===== config.mk =====
export PLATFORM = sky130hd
export DESIGN_NAME = sesf_supply_flags
export DESIGN_NICKNAME = d
export VERILOG_FILES = /design/src/sesf_pkg.sv /design/src/sesf_tick_div.sv /design/src/sesf_supply_flags.sv
export SDC_FILE = /design/constraint.sdc
export NUM_CORES = 1
export LEC_CHECK = 0
export BUFFER_PORTS_ARGS = -buffer_cell sky130_fd_sc_hd__clkbuf_2
export CAP_MARGIN = 20
export CORE_ASPECT_RATIO = 1.5
export CORE_UTILIZATION = 30
export CTS_CLUSTER_SIZE = 40
export DETAILED_ROUTE_END_ITERATION = 8
export GPL_ROUTABILITY_DRIVEN = 1
export PLACE_DENSITY = 0.61
export RECOVER_POWER = 100
export SLEW_MARGIN = 20
export SYNTH_ARGS = -nofsm -noshare
export SYNTH_HDL_FRONTEND = slang
export SYNTH_SLANG_ARGS = --single-unit

===== constraint.sdc =====
create_clock -name clk -period 6.4 [get_ports clk]
set_clock_uncertainty 0.1 [all_clocks]
set_input_delay 1.6 -clock clk [delete_from_list [all_inputs] [get_ports clk]]
set_output_delay 1.6 -clock clk [all_outputs]
set_load 0.005 [all_outputs]

===== src/sesf_pkg.sv =====
// Package with register map, field layout and timing constants of the supply event flags.
package sesf_pkg;
  // Register word offsets (byte addresses).
  localparam logic [7:0] SESF_STATUS_OFS = 8'h24;
  localparam logic [7:0] SESF_MASK_OFS = 8'h28;
  localparam logic [7:0] SESF_SLOWDIV_OFS = 8'h2C;
  // Status field positions.
  localparam int SESF_FORCE_WAKE_BIT = 0;
  localparam int SESF_PIN_WAKE_BIT = 1;
  localparam int SESF_MON_WAKE_BIT = 2;
  localparam int SESF_BROWNOUT_BIT = 3;
  localparam int SESF_MON_RESET_BIT = 4;
  localparam int SESF_MON_DETECT_BIT = 5;
  localparam int SESF_NFLAGS = 6;
  // Reset values.
  localparam logic [5:0] SESF_FLAGS_RST = 6'h00;
  localparam logic [5:0] SESF_MASK_RST = 6'h00;
  // Slow clock enable derived from the 10 MHz system clock.
  localparam int SESF_CLK_HZ = 10000000;
  localparam int SESF_SLOW_HZ = 32768;
  localparam int SESF_SLOW_DIV = SESF_CLK_HZ / SESF_SLOW_HZ;
  localparam logic [15:0] SESF_SLOWDIV_RST = 16'(SESF_SLOW_DIV - 1);
  // Slow-clock ticks between a status read and the clear taking effect.
  localparam logic [1:0] SESF_CLEAR_TICKS = 2'h2;
endpackage : sesf_pkg


===== src/sesf_tick_div.sv =====
// Divider producing the slow clock enable, one cycle wide when div_max is nonzero.
`timescale 1ns/1ps
`default_nettype none
module sesf_tick_div (
  // Clock and reset.
  input wire logic clk,
  input wire logic arst_n,
  // Divide control and enable output.
  input wire logic [15:0] div_max,
  output logic tick
);
  logic [15:0] cnt_q;

  always_ff @(posedge clk or negedge arst_n) begin
    if (!arst_n) begin
      cnt_q <= 16'h0000;
      tick <= 1'b0;
    end else if (cnt_q >= div_max) begin
      cnt_q <= 16'h0000;
      tick <= 1'b1;
    end else begin
      cnt_q <= cnt_q + 16'h0001;
      tick <= 1'b0;
    end
  end
endmodule : sesf_tick_div
`default_nettype wire


===== src/sesf_supply_flags.sv =====
// Sticky supply event status flags with read-clear, mask and interrupt.
//
// Summary of operation
// - Force-wake wake-up sets its flag; held until status read clears it.
// - Wake-up pin wake-up sets its flag; held until status read clears it.
// - Monitor-caused wake-up sets its flag; held until status read clears it.
// - Brownout output rising edge sets its flag; status read clears it.
// - Brownout output held high does not set the flag again.
// - Monitor-caused core reset sets its flag; status read clears it.
// - Any monitor detection sets its flag; status read clears it.
// - A read clear takes effect two slow-clock ticks after the read.
//
// The register addresses and the plain strobed port were decided locally.
`timescale 1ns/1ps
`default_nettype none
module sesf_supply_flags
  import sesf_pkg::*;
(
  // Clock and reset.
  input wire logic clk,
  input wire logic arst_n,
  // Register port.
  input wire logic [7:0] reg_addr,
  input wire logic [31:0] reg_wdata,
  input wire logic reg_wr,
  input wire logic reg_rd,
  output logic [31:0] reg_rdata,
  // Event inputs, one-cycle pulses except the brownout level.
  input wire logic force_wake_input,
  input wire logic wake_input_pins,
  input wire logic monitor_wake_evt,
  input wire logic brownout_out,
  input wire logic monitor_reset_evt,
  input wire logic monitor_detect_evt,
  // Interrupt.
  output logic irq
);
  logic [5:0] flags_q;
  logic [5:0] flags_d;
  logic [5:0] mask_q;
  logic [15:0] div_q;
  logic [5:0] evt_hold_q;
  logic [5:0] rd_snap_q;
  logic [5:0] evt_now;
  logic brown_q;
  logic brown_rise;
  logic clr_pend_q;
  logic [1:0] clr_cnt_q;
  logic clr_apply;
  logic slow_tick;
  logic [31:0] rdata_d;

  function automatic logic hit(input logic [7:0] a, input logic [7:0] o);
    return a == o;
  endfunction : hit

  sesf_tick_div u_div (
    .clk(clk),
    .arst_n(arst_n),
    .div_max(div_q),
    .tick(slow_tick)
  );

  // Brownout edge detect; a steady high level gives no new event.
  always_ff @(posedge clk or negedge arst_n) begin
    if (!arst_n) begin
      brown_q <= 1'b0;
    end else begin
      brown_q <= brownout_out;
    end
  end
  assign brown_rise = brownout_out && !brown_q;

  always_comb begin
    evt_now = 6'h00;
    evt_now[SESF_FORCE_WAKE_BIT] = force_wake_input;
    evt_now[SESF_PIN_WAKE_BIT] = wake_input_pins;
    evt_now[SESF_MON_WAKE_BIT] = monitor_wake_evt;
    evt_now[SESF_BROWNOUT_BIT] = brown_rise;
    evt_now[SESF_MON_RESET_BIT] = monitor_reset_evt;
    evt_now[SESF_MON_DETECT_BIT] = monitor_detect_evt;
  end

  // Events are held until the next slow tick, since the flags live in the
  // slow domain and a system-clock pulse would otherwise be missed.
  always_ff @(posedge clk or negedge arst_n) begin
    if (!arst_n) begin
      evt_hold_q <= SESF_FLAGS_RST;
    end else if (slow_tick) begin
      // The tick itself folds evt_now into the flags, so the hold empties;
      // keeping it would replay an old event onto a flag just cleared.
      evt_hold_q <= SESF_FLAGS_RST;
    end else begin
      evt_hold_q <= evt_hold_q | evt_now;
    end
  end

  // Clear scheduling: counts two slow ticks after a status read.
  always_ff @(posedge clk or negedge arst_n) begin
    if (!arst_n) begin
      clr_pend_q <= 1'b0;
      clr_cnt_q <= 2'h0;
    end else if (reg_rd && hit(reg_addr, SESF_STATUS_OFS)) begin
      clr_pend_q <= 1'b1;
      clr_cnt_q <= 2'h0;
    end else if (clr_apply) begin
      clr_pend_q <= 1'b0;
      clr_cnt_q <= 2'h0;
    end else if (clr_pend_q && slow_tick) begin
      clr_cnt_q <= clr_cnt_q + 2'h1;
    end
  end
  assign clr_apply = clr_pend_q && slow_tick &&
                     (clr_cnt_q == SESF_CLEAR_TICKS - 2'h1);

  // Only the flags that a status read returned are removed by its clear, so
  // an event that lands while the clear is pending is kept, except on a flag the read returned before the first tick.
  always_ff @(posedge clk or negedge arst_n) begin
    if (!arst_n) begin
      rd_snap_q <= SESF_FLAGS_RST;
    end else if (reg_rd && hit(reg_addr, SESF_STATUS_OFS)) begin
      rd_snap_q <= flags_q;
    end
  end

  always_comb begin
    flags_d = flags_q;
    if (slow_tick) begin
      if (clr_apply) begin
        flags_d = flags_q & ~rd_snap_q;
      end
      flags_d = flags_d | evt_hold_q | evt_now;
    end
  end

  always_ff @(posedge clk or negedge arst_n) begin
    if (!arst_n) begin
      flags_q <= SESF_FLAGS_RST;
    end else begin
      flags_q <= flags_d;
    end
  end

  // Configuration writes.
  always_ff @(posedge clk or negedge arst_n) begin
    if (!arst_n) begin
      mask_q <= SESF_MASK_RST;
      div_q <= SESF_SLOWDIV_RST;
    end else if (reg_wr) begin
      if (hit(reg_addr, SESF_MASK_OFS)) begin
        mask_q <= reg_wdata[5:0];
      end
      if (hit(reg_addr, SESF_SLOWDIV_OFS)) begin
        div_q <= reg_wdata[15:0];
      end
    end
  end

  always_comb begin
    rdata_d = 32'h00000000;
    if (reg_rd) begin
      if (hit(reg_addr, SESF_STATUS_OFS)) begin
        rdata_d = {26'h0, flags_q};
      end else if (hit(reg_addr, SESF_MASK_OFS)) begin
        rdata_d = {26'h0, mask_q};
      end else if (hit(reg_addr, SESF_SLOWDIV_OFS)) begin
        rdata_d = {16'h0000, div_q};
      end
    end
  end

  always_ff @(posedge clk or negedge arst_n) begin
    if (!arst_n) begin
      reg_rdata <= 32'h00000000;
      irq <= 1'b0;
    end else begin
      reg_rdata <= rdata_d;
      irq <= |(flags_d & mask_q);
    end
  end

  // Flag setting on a slow tick.
  a_brown_steady: assert property (@(posedge clk) disable iff (!arst_n)
    (brownout_out && $past(brownout_out) && !slow_tick && !$past(slow_tick)
     && !clr_apply)
    |=> flags_q[SESF_BROWNOUT_BIT] == $past(flags_q[SESF_BROWNOUT_BIT]))
    else $error("brownout flag moved without an edge");
  a_brown_set: assert property (@(posedge clk) disable iff (!arst_n)
    brown_rise && slow_tick |=> flags_q[SESF_BROWNOUT_BIT])
    else $error("brownout edge not recorded");
  a_force_set: assert property (@(posedge clk) disable iff (!arst_n)
    force_wake_input && slow_tick |=> flags_q[SESF_FORCE_WAKE_BIT])
    else $error("force wake not recorded");
  a_pin_set: assert property (@(posedge clk) disable iff (!arst_n)
    wake_input_pins && slow_tick |=> flags_q[SESF_PIN_WAKE_BIT])
    else $error("pin wake not recorded");
  a_monwake_set: assert property (@(posedge clk) disable iff (!arst_n)
    monitor_wake_evt && slow_tick |=> flags_q[SESF_MON_WAKE_BIT])
    else $error("monitor wake not recorded");
  a_monrst_set: assert property (@(posedge clk) disable iff (!arst_n)
    monitor_reset_evt && slow_tick |=> flags_q[SESF_MON_RESET_BIT])
    else $error("monitor reset not recorded");
  a_mondet_set: assert property (@(posedge clk) disable iff (!arst_n)
    monitor_detect_evt && slow_tick |=> flags_q[SESF_MON_DETECT_BIT])
    else $error("monitor detect not recorded");

  // Events between ticks wait in the hold register.
  a_force_hold: assert property (@(posedge clk) disable iff (!arst_n)
    force_wake_input && !slow_tick |=> evt_hold_q[SESF_FORCE_WAKE_BIT])
    else $error("force wake not held");
  a_pin_hold: assert property (@(posedge clk) disable iff (!arst_n)
    wake_input_pins && !slow_tick |=> evt_hold_q[SESF_PIN_WAKE_BIT])
    else $error("pin wake not held");
  a_monwake_hold: assert property (@(posedge clk) disable iff (!arst_n)
    monitor_wake_evt && !slow_tick |=> evt_hold_q[SESF_MON_WAKE_BIT])
    else $error("monitor wake not held");
  a_brown_hold: assert property (@(posedge clk) disable iff (!arst_n)
    brown_rise && !slow_tick |=> evt_hold_q[SESF_BROWNOUT_BIT])
    else $error("brownout edge not held");
  a_monrst_hold: assert property (@(posedge clk) disable iff (!arst_n)
    monitor_reset_evt && !slow_tick |=> evt_hold_q[SESF_MON_RESET_BIT])
    else $error("monitor reset not held");
  a_mondet_hold: assert property (@(posedge clk) disable iff (!arst_n)
    monitor_detect_evt && !slow_tick |=> evt_hold_q[SESF_MON_DETECT_BIT])
    else $error("monitor detect not held");
  a_hold_flush: assert property (@(posedge clk) disable iff (!arst_n)
    slow_tick |=> evt_hold_q == 6'h00)
    else $error("hold not emptied on tick");
  a_hold_keep: assert property (@(posedge clk) disable iff (!arst_n)
    !slow_tick |=> (evt_hold_q & $past(evt_now)) == $past(evt_now))
    else $error("held event dropped");
  a_brown_track: assert property (@(posedge clk) disable iff (!arst_n)
    1'b1 |=> brown_q == $past(brownout_out))
    else $error("brownout history wrong");

  // Flags only change on ticks and only fall through a read clear.
  a_clear_late: assert property (@(posedge clk) disable iff (!arst_n)
    flags_q != 6'h00 && !slow_tick |=> flags_q == $past(flags_q))
    else $error("flags changed off a slow tick");
  a_flags_sticky: assert property (@(posedge clk) disable iff (!arst_n)
    !clr_apply |=> ($past(flags_q) & ~flags_q) == 6'h00)
    else $error("flag fell without a read clear");
  a_status_ro: assert property (@(posedge clk) disable iff (!arst_n)
    reg_wr && hit(reg_addr, SESF_STATUS_OFS) && !slow_tick
    |=> flags_q == $past(flags_q))
    else $error("status write changed flags");
  a_set_wins: assert property (@(posedge clk) disable iff (!arst_n)
    clr_apply && (evt_now != 6'h00) |=> (flags_q & $past(evt_now)) != 6'h00)
    else $error("event lost under clear");
  a_clear_done: assert property (@(posedge clk) disable iff (!arst_n)
    clr_apply && evt_now == 6'h00 && evt_hold_q == 6'h00
    |=> (flags_q & $past(rd_snap_q)) == 6'h00)
    else $error("read clear not applied");

  // Clear scheduling after a status read.
  a_pend_start: assert property (@(posedge clk) disable iff (!arst_n)
    reg_rd && hit(reg_addr, SESF_STATUS_OFS) |=> clr_pend_q)
    else $error("status read did not schedule a clear");
  a_pend_end: assert property (@(posedge clk) disable iff (!arst_n)
    clr_apply && !(reg_rd && hit(reg_addr, SESF_STATUS_OFS)) |=> !clr_pend_q)
    else $error("clear still pending after apply");
  a_snap_take: assert property (@(posedge clk) disable iff (!arst_n)
    reg_rd && hit(reg_addr, SESF_STATUS_OFS) |=> rd_snap_q == $past(flags_q))
    else $error("read snapshot wrong");
  a_snap_keep: assert property (@(posedge clk) disable iff (!arst_n)
    !(reg_rd && hit(reg_addr, SESF_STATUS_OFS)) |=> $stable(rd_snap_q))
    else $error("read snapshot moved");
  a_apply_tick: assert property (@(posedge clk) disable iff (!arst_n)
    clr_apply |-> slow_tick)
    else $error("clear applied off a tick");
  a_cnt_range: assert property (@(posedge clk) disable iff (!arst_n)
    clr_cnt_q < SESF_CLEAR_TICKS)
    else $error("clear counter out of range");
  a_idle_cnt: assert property (@(posedge clk) disable iff (!arst_n)
    !clr_pend_q |-> clr_cnt_q == 2'h0)
    else $error("clear counter runs while idle");
  a_cnt_step: assert property (@(posedge clk) disable iff (!arst_n)
    clr_pend_q && slow_tick && !clr_apply &&
    !(reg_rd && hit(reg_addr, SESF_STATUS_OFS))
    |=> clr_cnt_q == $past(clr_cnt_q) + 2'h1)
    else $error("clear counter missed a tick");
  a_tick_gap: assert property (@(posedge clk) disable iff (!arst_n)
    slow_tick && div_q != 16'h0000 |=> !slow_tick)
    else $error("slow tick longer than one cycle");

  // Register port and interrupt.
  a_rdata_idle: assert property (@(posedge clk) disable iff (!arst_n)
    !reg_rd |=> reg_rdata == 32'h00000000)
    else $error("read data outside a read");
  a_rdata_status: assert property (@(posedge clk) disable iff (!arst_n)
    reg_rd && hit(reg_addr, SESF_STATUS_OFS)
    |=> reg_rdata == {26'h0, $past(flags_q)})
    else $error("status read data wrong");
  a_rdata_mask: assert property (@(posedge clk) disable iff (!arst_n)
    reg_rd && hit(reg_addr, SESF_MASK_OFS)
    |=> reg_rdata == {26'h0, $past(mask_q)})
    else $error("mask read data wrong");
  a_rdata_div: assert property (@(posedge clk) disable iff (!arst_n)
    reg_rd && hit(reg_addr, SESF_SLOWDIV_OFS)
    |=> reg_rdata == {16'h0000, $past(div_q)})
    else $error("divider read data wrong");
  a_rdata_unmapped: assert property (@(posedge clk) disable iff (!arst_n)
    reg_rd && !hit(reg_addr, SESF_STATUS_OFS) && !hit(reg_addr, SESF_MASK_OFS)
    && !hit(reg_addr, SESF_SLOWDIV_OFS) |=> reg_rdata == 32'h00000000)
    else $error("unmapped read not zero");
  a_mask_write: assert property (@(posedge clk) disable iff (!arst_n)
    reg_wr && hit(reg_addr, SESF_MASK_OFS) |=> mask_q == $past(reg_wdata[5:0]))
    else $error("mask write lost");
  a_div_write: assert property (@(posedge clk) disable iff (!arst_n)
    reg_wr && hit(reg_addr, SESF_SLOWDIV_OFS)
    |=> div_q == $past(reg_wdata[15:0]))
    else $error("divider write lost");
  a_mask_keep: assert property (@(posedge clk) disable iff (!arst_n)
    !reg_wr |=> $stable(mask_q))
    else $error("mask moved without a write");
  a_div_keep: assert property (@(posedge clk) disable iff (!arst_n)
    !reg_wr |=> $stable(div_q))
    else $error("divider moved without a write");
  a_irq_follow: assert property (@(posedge clk) disable iff (!arst_n)
    1'b1 |=> irq == |(flags_q & $past(mask_q)))
    else $error("interrupt does not follow masked flags");
  a_no_flag_irq: assert property (@(posedge clk) disable iff (!arst_n)
    flags_q == 6'h00 |-> !irq)
    else $error("interrupt without a flag");

  c_read_clear: cover property (@(posedge clk) disable iff (!arst_n)
    clr_apply && flags_q != 6'h00);
  c_brown_edge: cover property (@(posedge clk) disable iff (!arst_n)
    brown_rise);
  c_irq_high: cover property (@(posedge clk) disable iff (!arst_n) irq);
  c_reread: cover property (@(posedge clk) disable iff (!arst_n)
    reg_rd && hit(reg_addr, SESF_STATUS_OFS) && clr_pend_q);
  c_set_pending: cover property (@(posedge clk) disable iff (!arst_n)
    clr_pend_q && evt_now != 6'h00);
endmodule : sesf_supply_flags
`default_nettype wire


* Word-level counts from Yosys, hierarchy flattened
Index checks and enable logic that the tools add are counted.
Operators by class: add/subtract/negate cells 2, magnitude comparators 1, equality and inequality tests 4, mux-type cells 15, bitwise gates (word level) 6, reduce and logical (&&, ||, !) cells 10
Operators with widths (number):
- two-way mux 16 bit | 4
- two-way mux 32 bit | 1
- == test 8 x 6 -> 1 bit, second input constant | 3
- two-way mux 6 bit | 4
- OR 6 bit | 3
- adder 16 x 1 -> 16 bit, second input constant | 1
- >= comparator 16 bit | 1
- bitwise AND 6 bit | 2
- two-way mux 2 bit | 3
- inverter 6 bit | 1
- OR reduction 6 bit | 1
- logical AND 1 bit | 4
- AND reduction 2 bit | 2
- two-way mux 1 bit | 3
- nonzero test 3 bit | 1
- adder 2 x 1 -> 2 bit, second input constant | 1
- == test 2 x 1 -> 1 bit, second input constant | 1
- nonzero test 2 bit | 1
- logical NOT 1 bit | 1
Storage, ports and cells: register bits after elaboration 94, logic and storage cells 50

* Depth between registers and ports, before layout
Gate-level depths: netlist (run 1).
word-level depth 9, mapped depth 9

* Cells and area by module
Synthesis (run 1) repeated with hierarchy kept, for this count alone.
Second synthesis, totals: cell total of the unflattened synthesis 355, area, all modules 3932.5 µm²
Modules (own cells, without submodules):
- sesf_supply_flags | instances 1, cells each 224, area each 2647.5 µm²
- sesf_tick_div | instances 1, cells each 131, area each 1285.0 µm²

* Least setup slack after synthesis (run 1)
OpenSTA, ideal clock, no wires.
path type input port to flip-flop, start point input port reg_addr[5], end point register div_q[10], library setup time 0.125 ns, arrival 2.829 ns, required time 6.175 ns, setup slack 3.346 ns, stages on the path 6, path buffers 1, cell sequence nor2b_1 > and3_1 > nand3_1 > nor2_2 > buf_2 > mux2_2
On the way: word-level cells in the longest chain between the ends 2
RTL lines:
- start: declaration | line sesf_supply_flags.sv:23 | input wire logic [7:0] reg_addr,
- == test 8 x 6 -> 1 bit | line sesf_supply_flags.sv:54 | return a == o;
- AND reduction 2 bit (no line)
- end signal: assignment | line sesf_supply_flags.sv:154 | div_q <= reg_wdata[15:0];
- end: declaration | line sesf_supply_flags.sv:41 | logic [15:0] div_q;
No other way between the ends. A chain may end at the register's enable or synchronous reset.

* Final worst setup path (run 1)
start point input port reg_addr[5], end point register div_q[0]
Same word-level chain as after synthesis.

==> results.toml, run 1 <==
[cts]
h-tree-depth = 3
clock-sinks = 78
clk_pin_slew_ns = 0.06
tritoncts = "done"
ctsHoldBuffers = 0
clockBufferDepth = 2
post_cts_buffers = 0
numCtsBuffers = 9
worstSkewPairLatency_ns = 0.34
post_cts_resized = 0
root_buffer = "clkbuf_16"

[outcome]
violations = "capacitance limit, slew limit"
status = "complete, but fails checks"

[global_routing]
grt_pass1_vias = 2663
top_usage_layer = "met2"
grt_util_met3_pct = 3.18
grt_use_total_pct = 12.9
use_met1_pct = 13.5
antenna_found_initial = 0
grt_max_degree = 79
gr-total-overflow = 0
met2_usage_pct = 23.6
grt_pass1_wl_mm = 12.6

[die]
die_h_um = 138
start_util_pct = 30.8
fp.dieArea_sq_um = 12800
io_pins = 83
fp-row-count = 49
coreArea_sq_um = 12000
die_w_um = 92.6

[critical_path]
path_max_fanout = 16
reg2reg_slack_ns = 3.87
crit_arrival_ns = 3.68
setup.worst_path.start_class = "input pin"
required_ns = 6.52
crit_path_end_kind = "flop"
crit_type = "in2reg"

[timing]
setup_viol = 0
fin_crit_ns = 3.56
slew_headroom_pct = -54.8
period_share_pct = 55.7
setup_tns_ns = 0
hold_violations = 0
fmax_mhz = 281
grt_setup_unrepaired = "no"
worst_slew_pin_slew_ns = 2.32
slew_violations = 42

[final_layout]
nFillCells = 1214
diodes = 0
stdcell_count = 556
final_util_pct = 35.7
fin_area_sq_um = 4290
area_delta_synth_final_pct = 16.0
final_layout_size_suffix_gt1_share_pct = 21.3
seq_area_sq_um = 1960
final_common_cell = "dfrtp_1"
finalNetCount = 465
final_cell_mix = "dfrtp_1 (75), nand2_1 (41), clkbuf_2 (40)"
multi_input_area_sq_um = 1530

[flow_run]
drv_cap = 2

[placement]
gp_congestion = 0.793
dp_hpwl_mm = 5.58
placement.io_buffers = 50
dpl-instance-area_sq_um = 4020
dp.cells = 539

[synthesis]
synth_top_area_share_pct = 50.8
yosys-mux-area-fraction_pct = 8.32
synth_compound_area_share_pct = 6.90
yosysTopAreaCell = "dfrtp_1"
async_flop_share_pct = 100
synthSimpleGateAreaFrac_pct = 15.2
ys.flop_type = "dfrtp_1"
synthAdderAreaFrac_pct = 5.75
syn_area_per_cell_sq_um = 10.7
netlist_area_sq_um = 3700
synthCells = 347
synth_edf_count = 0
yosys_warnings = 0
synth_seq_area_share_pct = 52.9
synth_xor_area_share_pct = 3.55
ys_ff_latch = 78
synth_area_leaders = "dfrtp_1 (51%), mux2_2 (6.7%), ha_1 (5.8%)"
synth_top_family_by_area = "simple AND/OR/NAND/NOR gates"
synthDistinctLibCells = 43

[routing]
wirelength_mm = 7.50
viasPerCell = 4.62
final_antenna_net_count = 0
drt_iter0_drc = 79
wl_per_cell_um = 13.5
routed-via-count = 2570
first_pass_iters = 4
drcViolationCount = 0

[pwr]
p_per_area_nw_per_um2 = 285
p_comb_share_pct = 14.0
switching_share_pct = 28.3
pwr-share-seq_pct = 48.4
clkPwrFrac_pct = 37.6
power_mw = 1.22
p_int_mw = 0.876
ir_drop_uv = 118
leakage_nw = 2.07
power_switching_mw = 0.345

[hold_path]
hold_class = "reg2reg"
-- power groups by stage --
| stage | sequential, mW | clock [mW] | combinational (mW) |
|---|---|---|---|
| after floorplan | 0.576 | 0 | 0.168 |
| after CTS | 0.593 | 0.473 | 0.174 |
| after global routing | 0.602 | 0.492 | 0.197 |
| after detailed placement | 0.602 | 0 | 0.173 |
| after global placement | 0.598 | 0 | 0.168 |
| final | 0.591 | 0.459 | 0.171 |
-- through the flow --
step,setup WS [ns],hold WS [ns]
floorplan,3.35,0.341
global placement,2.82,0.352
detailed placement,2.75,0.362
CTS,3.11,0.391
global route,2.53,0.420
finish,2.84,0.390
-- flip-flops by register name, summed over array words and instances (netlist names) --
name / count
div_q: 16
evt_hold_q: 6
rd_snap_q: 6
clr_pend_q: 1
flags_q: 6
u_div.tick: 1
reg_rdata: 16
irq: 1
clr_cnt_q: 2
mask_q: 6
brown_q: 1
u_div.cnt_q: 16
-- per-layer routing --
layer  share of wire [%]  routed length [um]
met2                  55                4100
met3                 3.6                 272
met1                  39                2940
met4                 2.5                 189
met5                   0                   0
-- critical path: stages --
cell and delay, ns:
clkbuf_2 0.07, nor2b_1 0.16, and3_1 0.20, nand3_1 0.10, nor2_1 1.11, mux2_2 0.43
-- layout make-up --
| class | instances | area share (%) |
|---|---|---|
| flip-flops and latches | 78 | 45.6 |
| multi-input cells | 234 | 35.6 |
| repair buffers | 51 | 6.01 |
| clock buffers | 10 | 5.34 |
| well taps | 153 | 4.46 |
| inverters | 24 | 2.10 |
| clock inverters | 6 | 0.905 |
-- cells by family (layout without fill, tap and decap cells) --
kind of cell / count (synthesis) / after routing
fa+ha+maj: 17 / 17
simple gates: 119 / 119
flops: 78 / 78
compound gates: 39 / 39
buf+inv: 50 / 91
other cells: 1 / 16
xor+xnor: 15 / 15
mux: 28 / 28
-- path summary, 6_finish.rpt --
check,from,endpoint,cells past startpoint
hold / removal,rd_snap_q[2]$_DFFE_PN0P_,rd_snap_q[2]$_DFFE_PN0P_,2
max in group asynchronous,arst_n,u_div.cnt_q[11]$_DFF_PN0_,1
hold reg to reg,rd_snap_q[2]$_DFFE_PN0P_,rd_snap_q[2]$_DFFE_PN0P_,2
setup / recovery,reg_addr[5],div_q[0]$_DFFE_PN0P_,6
min in group asynchronous,arst_n,evt_hold_q[5]$_DFF_PN0_,1
setup reg to reg,div_q[8]$_DFFE_PN1P_,u_div.cnt_q[11]$_DFF_PN0_,7
-- synthesized netlist by cell type (all sizes together), types with 2 or more instances --
cell type,instances
a2111oi,2
a21o,3
a21oi,8
a22o,2
and3,3
buf,22
clkbuf,4
dfrtp,75
dfstp,3
ha,17
inv,24
mux2,22
mux2i,6
nand2,41
nand3,9
nand4,9
nor2,32
nor2b,4
nor3,4
nor4,11
o21a,2
o21ai,13
o22ai,2
or2,3
xnor2,5
xor2,10
No activity file was read; power rests on OpenSTA's default activity.
==> run 2, diff against run 1 <==
--- a/config.mk
+++ b/config.mk
@@ -5,6 +5,7 @@
 export SDC_FILE = /design/constraint.sdc
 export NUM_CORES = 1
 export LEC_CHECK = 0
+export ABC_AREA = 1
 export BUFFER_PORTS_ARGS = -buffer_cell sky130_fd_sc_hd__clkbuf_2
 export CAP_MARGIN = 20
 export CORE_ASPECT_RATIO = 1.5
@@ -12,7 +13,7 @@
 export CTS_CLUSTER_SIZE = 40
 export DETAILED_ROUTE_END_ITERATION = 8
 export GPL_ROUTABILITY_DRIVEN = 1
-export PLACE_DENSITY = 0.61
+export PLACE_DENSITY = 0.63
 export RECOVER_POWER = 100
 export SLEW_MARGIN = 20
 export SYNTH_ARGS = -nofsm -noshare
==> constraint.sdc (replaced) <==
create_clock -name clk -period 2.9 [get_ports clk]
set_clock_uncertainty 0.1 [all_clocks]
set_input_delay 0.725 -clock clk [delete_from_list [all_inputs] [get_ports clk]]
set_output_delay 0.725 -clock clk [all_outputs]
set_load 0.005 [all_outputs]
==> run 2 against run 1 <==
The run still ends with capacitance limit, slew limit left. Routed wire length up 5.7%. Non-clock buffer count up 4. Register-to-register slack worse by 3.0 ns. Combinational power down 30%. Hold slack worse by 0.0014 ns. Utilization down 0.24 points. Cell count up 19%. Critical path type unchanged. Die area up 3.1%.
==> results.toml, run 2 <==
[die]
coreArea_sq_um = 12400
fp.dieArea_sq_um = 13200
io_pins = 83
die_h_um = 140
die_w_um = 94.1
fp-row-count = 50
start_util_pct = 30.6

[synthesis]
synthDistinctLibCells = 29
synth_seq_area_share_pct = 51.3
ys_ff_latch = 78
yosys_warnings = 0
synth.most_common_cell = "nand2_1"
netlist_area_sq_um = 3810
synth_top_area_share_pct = 49.2
yosysTopAreaCell = "dfrtp_1"
synth_area_leaders = "dfrtp_1 (49%), nand2_1 (10%), nor2_1 (5.6%)"
syn_area_per_cell_sq_um = 8.61
synthTopCellsByCount = "nand2_1 (105), dfrtp_1 (75), nor2_1 (57)"
synth_edf_count = 0
synthCells = 443
async_flop_share_pct = 100
ys.flop_type = "dfrtp_1"

[routing]
first_pass_iters = 4
wirelength_mm = 7.92
final_antenna_net_count = 0
routed-via-count = 2922
viasPerCell = 4.41
drt_iter0_drc = 171
wl_per_cell_um = 12.0
drcViolationCount = 0

[critical_path]
timing.rr.end = "u_div.cnt_q[9]$_DFF_PN0_"
cp_cell_sequence = "clkbuf_2 > inv_1 > and3_1 > nand3_1 > clkbuf_1 > nor2_1 > a21oi_1"
crit_buf_inv = 3
slowest_stage = "clkbuf_1"
path_max_fanout = 31
crit_path_end_kind = "flop"
r2r_start = "div_q[5]$_DFFE_PN1P_"
slowest_delay_ns = 1.00
rr_worst_depth = 8
required_ns = 3.05
crit_arrival_ns = 2.47
setup.worst_path.start_class = "input pin"
path_delay_family = "buffers and inverters"
crit_type = "in2reg"
reg2reg_slack_ns = 0.85

[timing]
hold_violations = 0
grt_setup_unrepaired = "no"
slew_headroom_pct = -25.1
fin_crit_ns = 2.32
slew_violations = 35
setup_tns_ns = 0
fmax_mhz = 431
setup_viol = 0
period_share_pct = 80.0
worst_slew_pin_slew_ns = 1.88

[pwr]
ir_drop_uv = 238
p_per_area_nw_per_um2 = 521
leakage_nw = 2.33

[placement]
placement.io_buffers = 50
gp_congestion = 0.850
dp.cells = 646
dp_hpwl_mm = 6.10

[cts]
root_buffer = "clkbuf_16"
numCtsBuffers = 9
clock-sinks = 78
ctsHoldBuffers = 0
worstSkewPairLatency_ns = 0.33
h-tree-depth = 3
post_cts_buffers = 0
post_cts_resized = 0
clk_pin_slew_ns = 0.06
clockBufferDepth = 2
tritoncts = "done"

[global_routing]
antenna_found_initial = 0
grt_pass1_wl_mm = 13.6
gr-total-overflow = 0
grt_max_degree = 35
grt_use_total_pct = 13.1
grt_pass1_vias = 2955

[final_layout]
diodes = 0
stdcell_count = 662
top_regs = "div_q x16, reg_rdata x16, u_div.cnt_q x16"
final_cell_mix = "nand2_1 (109), dfrtp_1 (75), nor2_1 (60)"
finalNetCount = 568
final_common_cell = "nand2_1"
final_layout_size_suffix_gt1_share_pct = 13.8
area_delta_synth_final_pct = 15.7
nFillCells = 1271

[outcome]
status = "complete, but fails checks"
violations = "capacitance limit, slew limit"

[hold_path]
whs_path_depth = 2
min-delay-start = "rd_snap_q[4]$_DFFE_PN0P_"
holdPathEnd = "rd_snap_q[4]$_DFFE_PN0P_"
hold_class = "reg2reg"

[flow_run]
drv_cap = 1
run 2: cell count changes in the layout (fill, tap and decap cells not counted), moves of 6 or more:
cell	delta
nor3_1	+14
a21oi_1	+15
nand3_1	+7
nor4_1	-11
nand2_1	+68
nor2_1	+28
mux2_2	-22
mux2i_1	-6
inv_1	+25
run 2: worst max path at each step:
stage | startpoint | cells after the start | end
after global placement | reg_addr[4] | 8 | reg_rdata[3]$_DFF_PN0_
after detailed placement | reg_addr[4] | 8 | reg_rdata[3]$_DFF_PN0_
after CTS | div_q[5]$_DFFE_PN1P_ | 8 | u_div.cnt_q[9]$_DFF_PN0_
final | reg_addr[6] | 7 | div_q[14]$_DFFE_PN0P_
after floorplan | reg_addr[1] | 7 | mask_q[0]$_DFFE_PN0P_
after global routing | arst_n | 1 | reg_rdata[11]$_DFF_PN0_
run 2: power breakdown:
group / leakage (nW) / switching, mW / internal (mW)
logic: 1.30 / 0.0764 / 0.0437
registers: 0.899 / 0.0132 / 1.12
clock network: 0.132 / 0.421 / 0.625
run 2: worst reg2reg max path, cell delays in order (launching register included):
cell and delay [ns]:
dfstp_1 0.52, inv_1 0.08, ha_1 0.30, a21oi_1 0.06, o21a_1 0.16, nand2_1 0.08
nand2_1 0.05, nand2_1 0.45, nor2_1 0.11
run 2: layout make-up:
type	instances	area (sq um)	area share [%]
flip-flops and latches	78	1960	44.3
multi-input cells	308	1520	34.5
repair buffers	55	274	6.21
clock buffers	13	260	5.90
well taps	156	195	4.42
inverters	49	184	4.17
clock inverters	3	20.0	0.454
run 2: metrics by stage:
step	util (%)	worst slack [ns]	total power [mW]	instance area, sq um	hold WS (ns)
finish	35.4	0.579	2.30	4410	0.388
global route	35.4	0.416	2.38	4410	0.400
CTS	35.9	1.01	2.33	4470	0.250
detailed placement	33.6	0.851	1.28	4190	0.372
global placement	33.6	0.858	1.27	4190	0.364
floorplan	-	1.20	1.22	3870	0.329
run 2: cell families (layout without fill, tap and decap cells):
logic type / count (synthesis) / after routing / share of synthesized area [%]
simple gates: 219 / 219 / 24.8
flops: 78 / 78 / 51.3
buf+inv: 72 / 120 / 9.19
compound gates: 45 / 45 / 6.56
fa+ha+maj: 17 / 17 / 5.58
xor+xnor: 11 / 11 / 2.53
other cells: 1 / 16 / 0.0983
run 2: routing by layer:
layer  vias up  GRT usage, %  part of all wire (%)
li1       1479             -                     -
met1      1374          15.2                    42
met5         -             0                     0
met3        11          2.23                   2.9
met4         0          5.75                   1.9
met2        58          23.0                    53
==> run 3, diff against run 2 <==
--- a/config.mk
+++ b/config.mk
@@ -13,7 +13,7 @@
 export CTS_CLUSTER_SIZE = 40
 export DETAILED_ROUTE_END_ITERATION = 8
 export GPL_ROUTABILITY_DRIVEN = 1
-export PLACE_DENSITY = 0.63
+export PLACE_DENSITY = 0.61
 export RECOVER_POWER = 100
 export SLEW_MARGIN = 20
 export SYNTH_ARGS = -nofsm -noshare
==> constraint.sdc (replaced) <==
create_clock -name clk -period 2.36 [get_ports clk]
set_clock_uncertainty 0.1 [all_clocks]
set_input_delay 0.59 -clock clk [delete_from_list [all_inputs] [get_ports clk]]
set_output_delay 0.59 -clock clk [all_outputs]
set_load 0.005 [all_outputs]
==> run 3 against run 2 <==
The run now ends clean. Sequential share of layout area up 0.063 points. Routed wire length up 0.53%. First-iteration DRC count down 43%. Die area unchanged. Clock power up 18%. Via count up 0.41%. Cell area down 0.14%. Worst setup slack worse by 0.15 ns. Critical path type is now reg2reg. Largest cell class unchanged. Highest routed layer unchanged.
==> results.toml, run 3 (same netlist as run 2, synthesis figures left out) <==
[outcome]
status = "completed"

[cts]
clock-sinks = 78
ctsHoldBuffers = 0
worstSkewPairLatency_ns = 0.33
root_buffer = "clkbuf_16"
post_cts_buffers = 0
post_cts_resized = 0
clockBufferDepth = 2
h-tree-depth = 3
numCtsBuffers = 9
tritoncts = "done"
clk_pin_slew_ns = 0.06

[final_layout]
top_regs = "div_q x16, reg_rdata x16, u_div.cnt_q x16"
finalNetCount = 567
stdcell_count = 661
fin_area_sq_um = 4410
final_cell_mix = "nand2_1 (107), dfrtp_1 (75), nor2_1 (60)"
final_common_cell = "nand2_1"
area_delta_synth_final_pct = 15.6
final_layout_size_suffix_gt1_share_pct = 14.1
final_util_pct = 35.4
diodes = 0

[placement]
gp_congestion = 0.850
dp.cells = 645
dpl-instance-area_sq_um = 4190
placement.io_buffers = 50
dp_slack_ns = 0.432
dp_hpwl_mm = 6.13

[pwr]
power_mw = 2.78
p_per_area_nw_per_um2 = 631
ir_drop_uv = 251
leakage_nw = 2.33

[critical_path]
crit_arrival_ns = 2.09
startpoint = "div_q[5]$_DFFE_PN1P_"
path_max_fanout = 17
crit_type = "reg2reg"
r2r_start = "div_q[5]$_DFFE_PN1P_"
required_ns = 2.52
setup.worst_path.start_class = "flop"
crit_path_end_kind = "flop"

[hold_path]
min-delay-start = "brownout_out"
hold_class = "in2reg"

[die]
io_pins = 83
start_util_pct = 30.6
die_w_um = 94.1
fp-row-count = 50
die_h_um = 140
fp.dieArea_sq_um = 13200
coreArea_sq_um = 12400

[timing]
period_share_pct = 81.9
setup_ws_ns = 0.428
setup_viol = 0
slew_headroom_pct = 2.25
setup_tns_ns = 0
hold_violations = 0
hold_ws_ns = 0.283
fin_crit_ns = 1.93
slew_violations = 0
fmax_mhz = 517
grt_setup_unrepaired = "no"
worst_slew_pin_slew_ns = 1.47

[global_routing]
grt_use_total_pct = 13.2
antenna_found_initial = 0
grt_pass1_vias = 2990
gr-total-overflow = 0
grt_pass1_wl_mm = 13.5
grt_max_degree = 36

[routing]
wl_per_cell_um = 12.1
viasPerCell = 4.44
final_antenna_net_count = 0
wirelength_mm = 7.97
first_pass_iters = 4
drcViolationCount = 0
routed-via-count = 2934
drt_iter0_drc = 97

[flow_run]
drv_cap = 0
==> run 3: final cells by class <==
cell class / count / area (sq um)
clock inverters: 6 / 38.8
fillers: 1301 / 8040
inverters: 49 / 184
flip-flops and latches: 78 / 1960
clock buffers: 10 / 229
well taps: 156 / 195
repair buffers: 54 / 275
multi-input cells: 308 / 1530
==> run 3: worst paths after layout <==
check,end,slack [ns],cells after the start
worst min register to register,u_div.cnt_q[0]$_DFF_PN0_,0.38,1
worst max-delay path,u_div.cnt_q[8]$_DFF_PN0_,0.43,8
min in group asynchronous,evt_hold_q[5]$_DFF_PN0_,0.49,1
worst max register to register,u_div.cnt_q[8]$_DFF_PN0_,0.43,8
max in group asynchronous,u_div.cnt_q[15]$_DFF_PN0_,0.50,2
worst min-delay path,brown_q$_DFF_PN0_,0.28,1
==> run 3: critical path, stage by stage, from the launching register on <==
cell	delay, ns
dfstp_1	0.53
inv_1	0.08
ha_1	0.31
a21oi_1	0.18
o21a_1	0.14
nand2_1	0.07
nand2_1	0.07
nand2_2	0.19
nor2_1	0.17
==> run 3: metal layers <==
layer | share of wire [%] | global-route usage, %
met3 | 3.3 | 3.42
met5 | 0 | 0
met4 | 2.8 | 6.72
met2 | 53 | 23.0
met1 | 41 | 14.5
==> run 3: report_power, final <==
part / internal, mW / switching (mW)
logic: 0.0543 / 0.0941
registers: 1.37 / 0.0164
clock network: 0.707 / 0.533
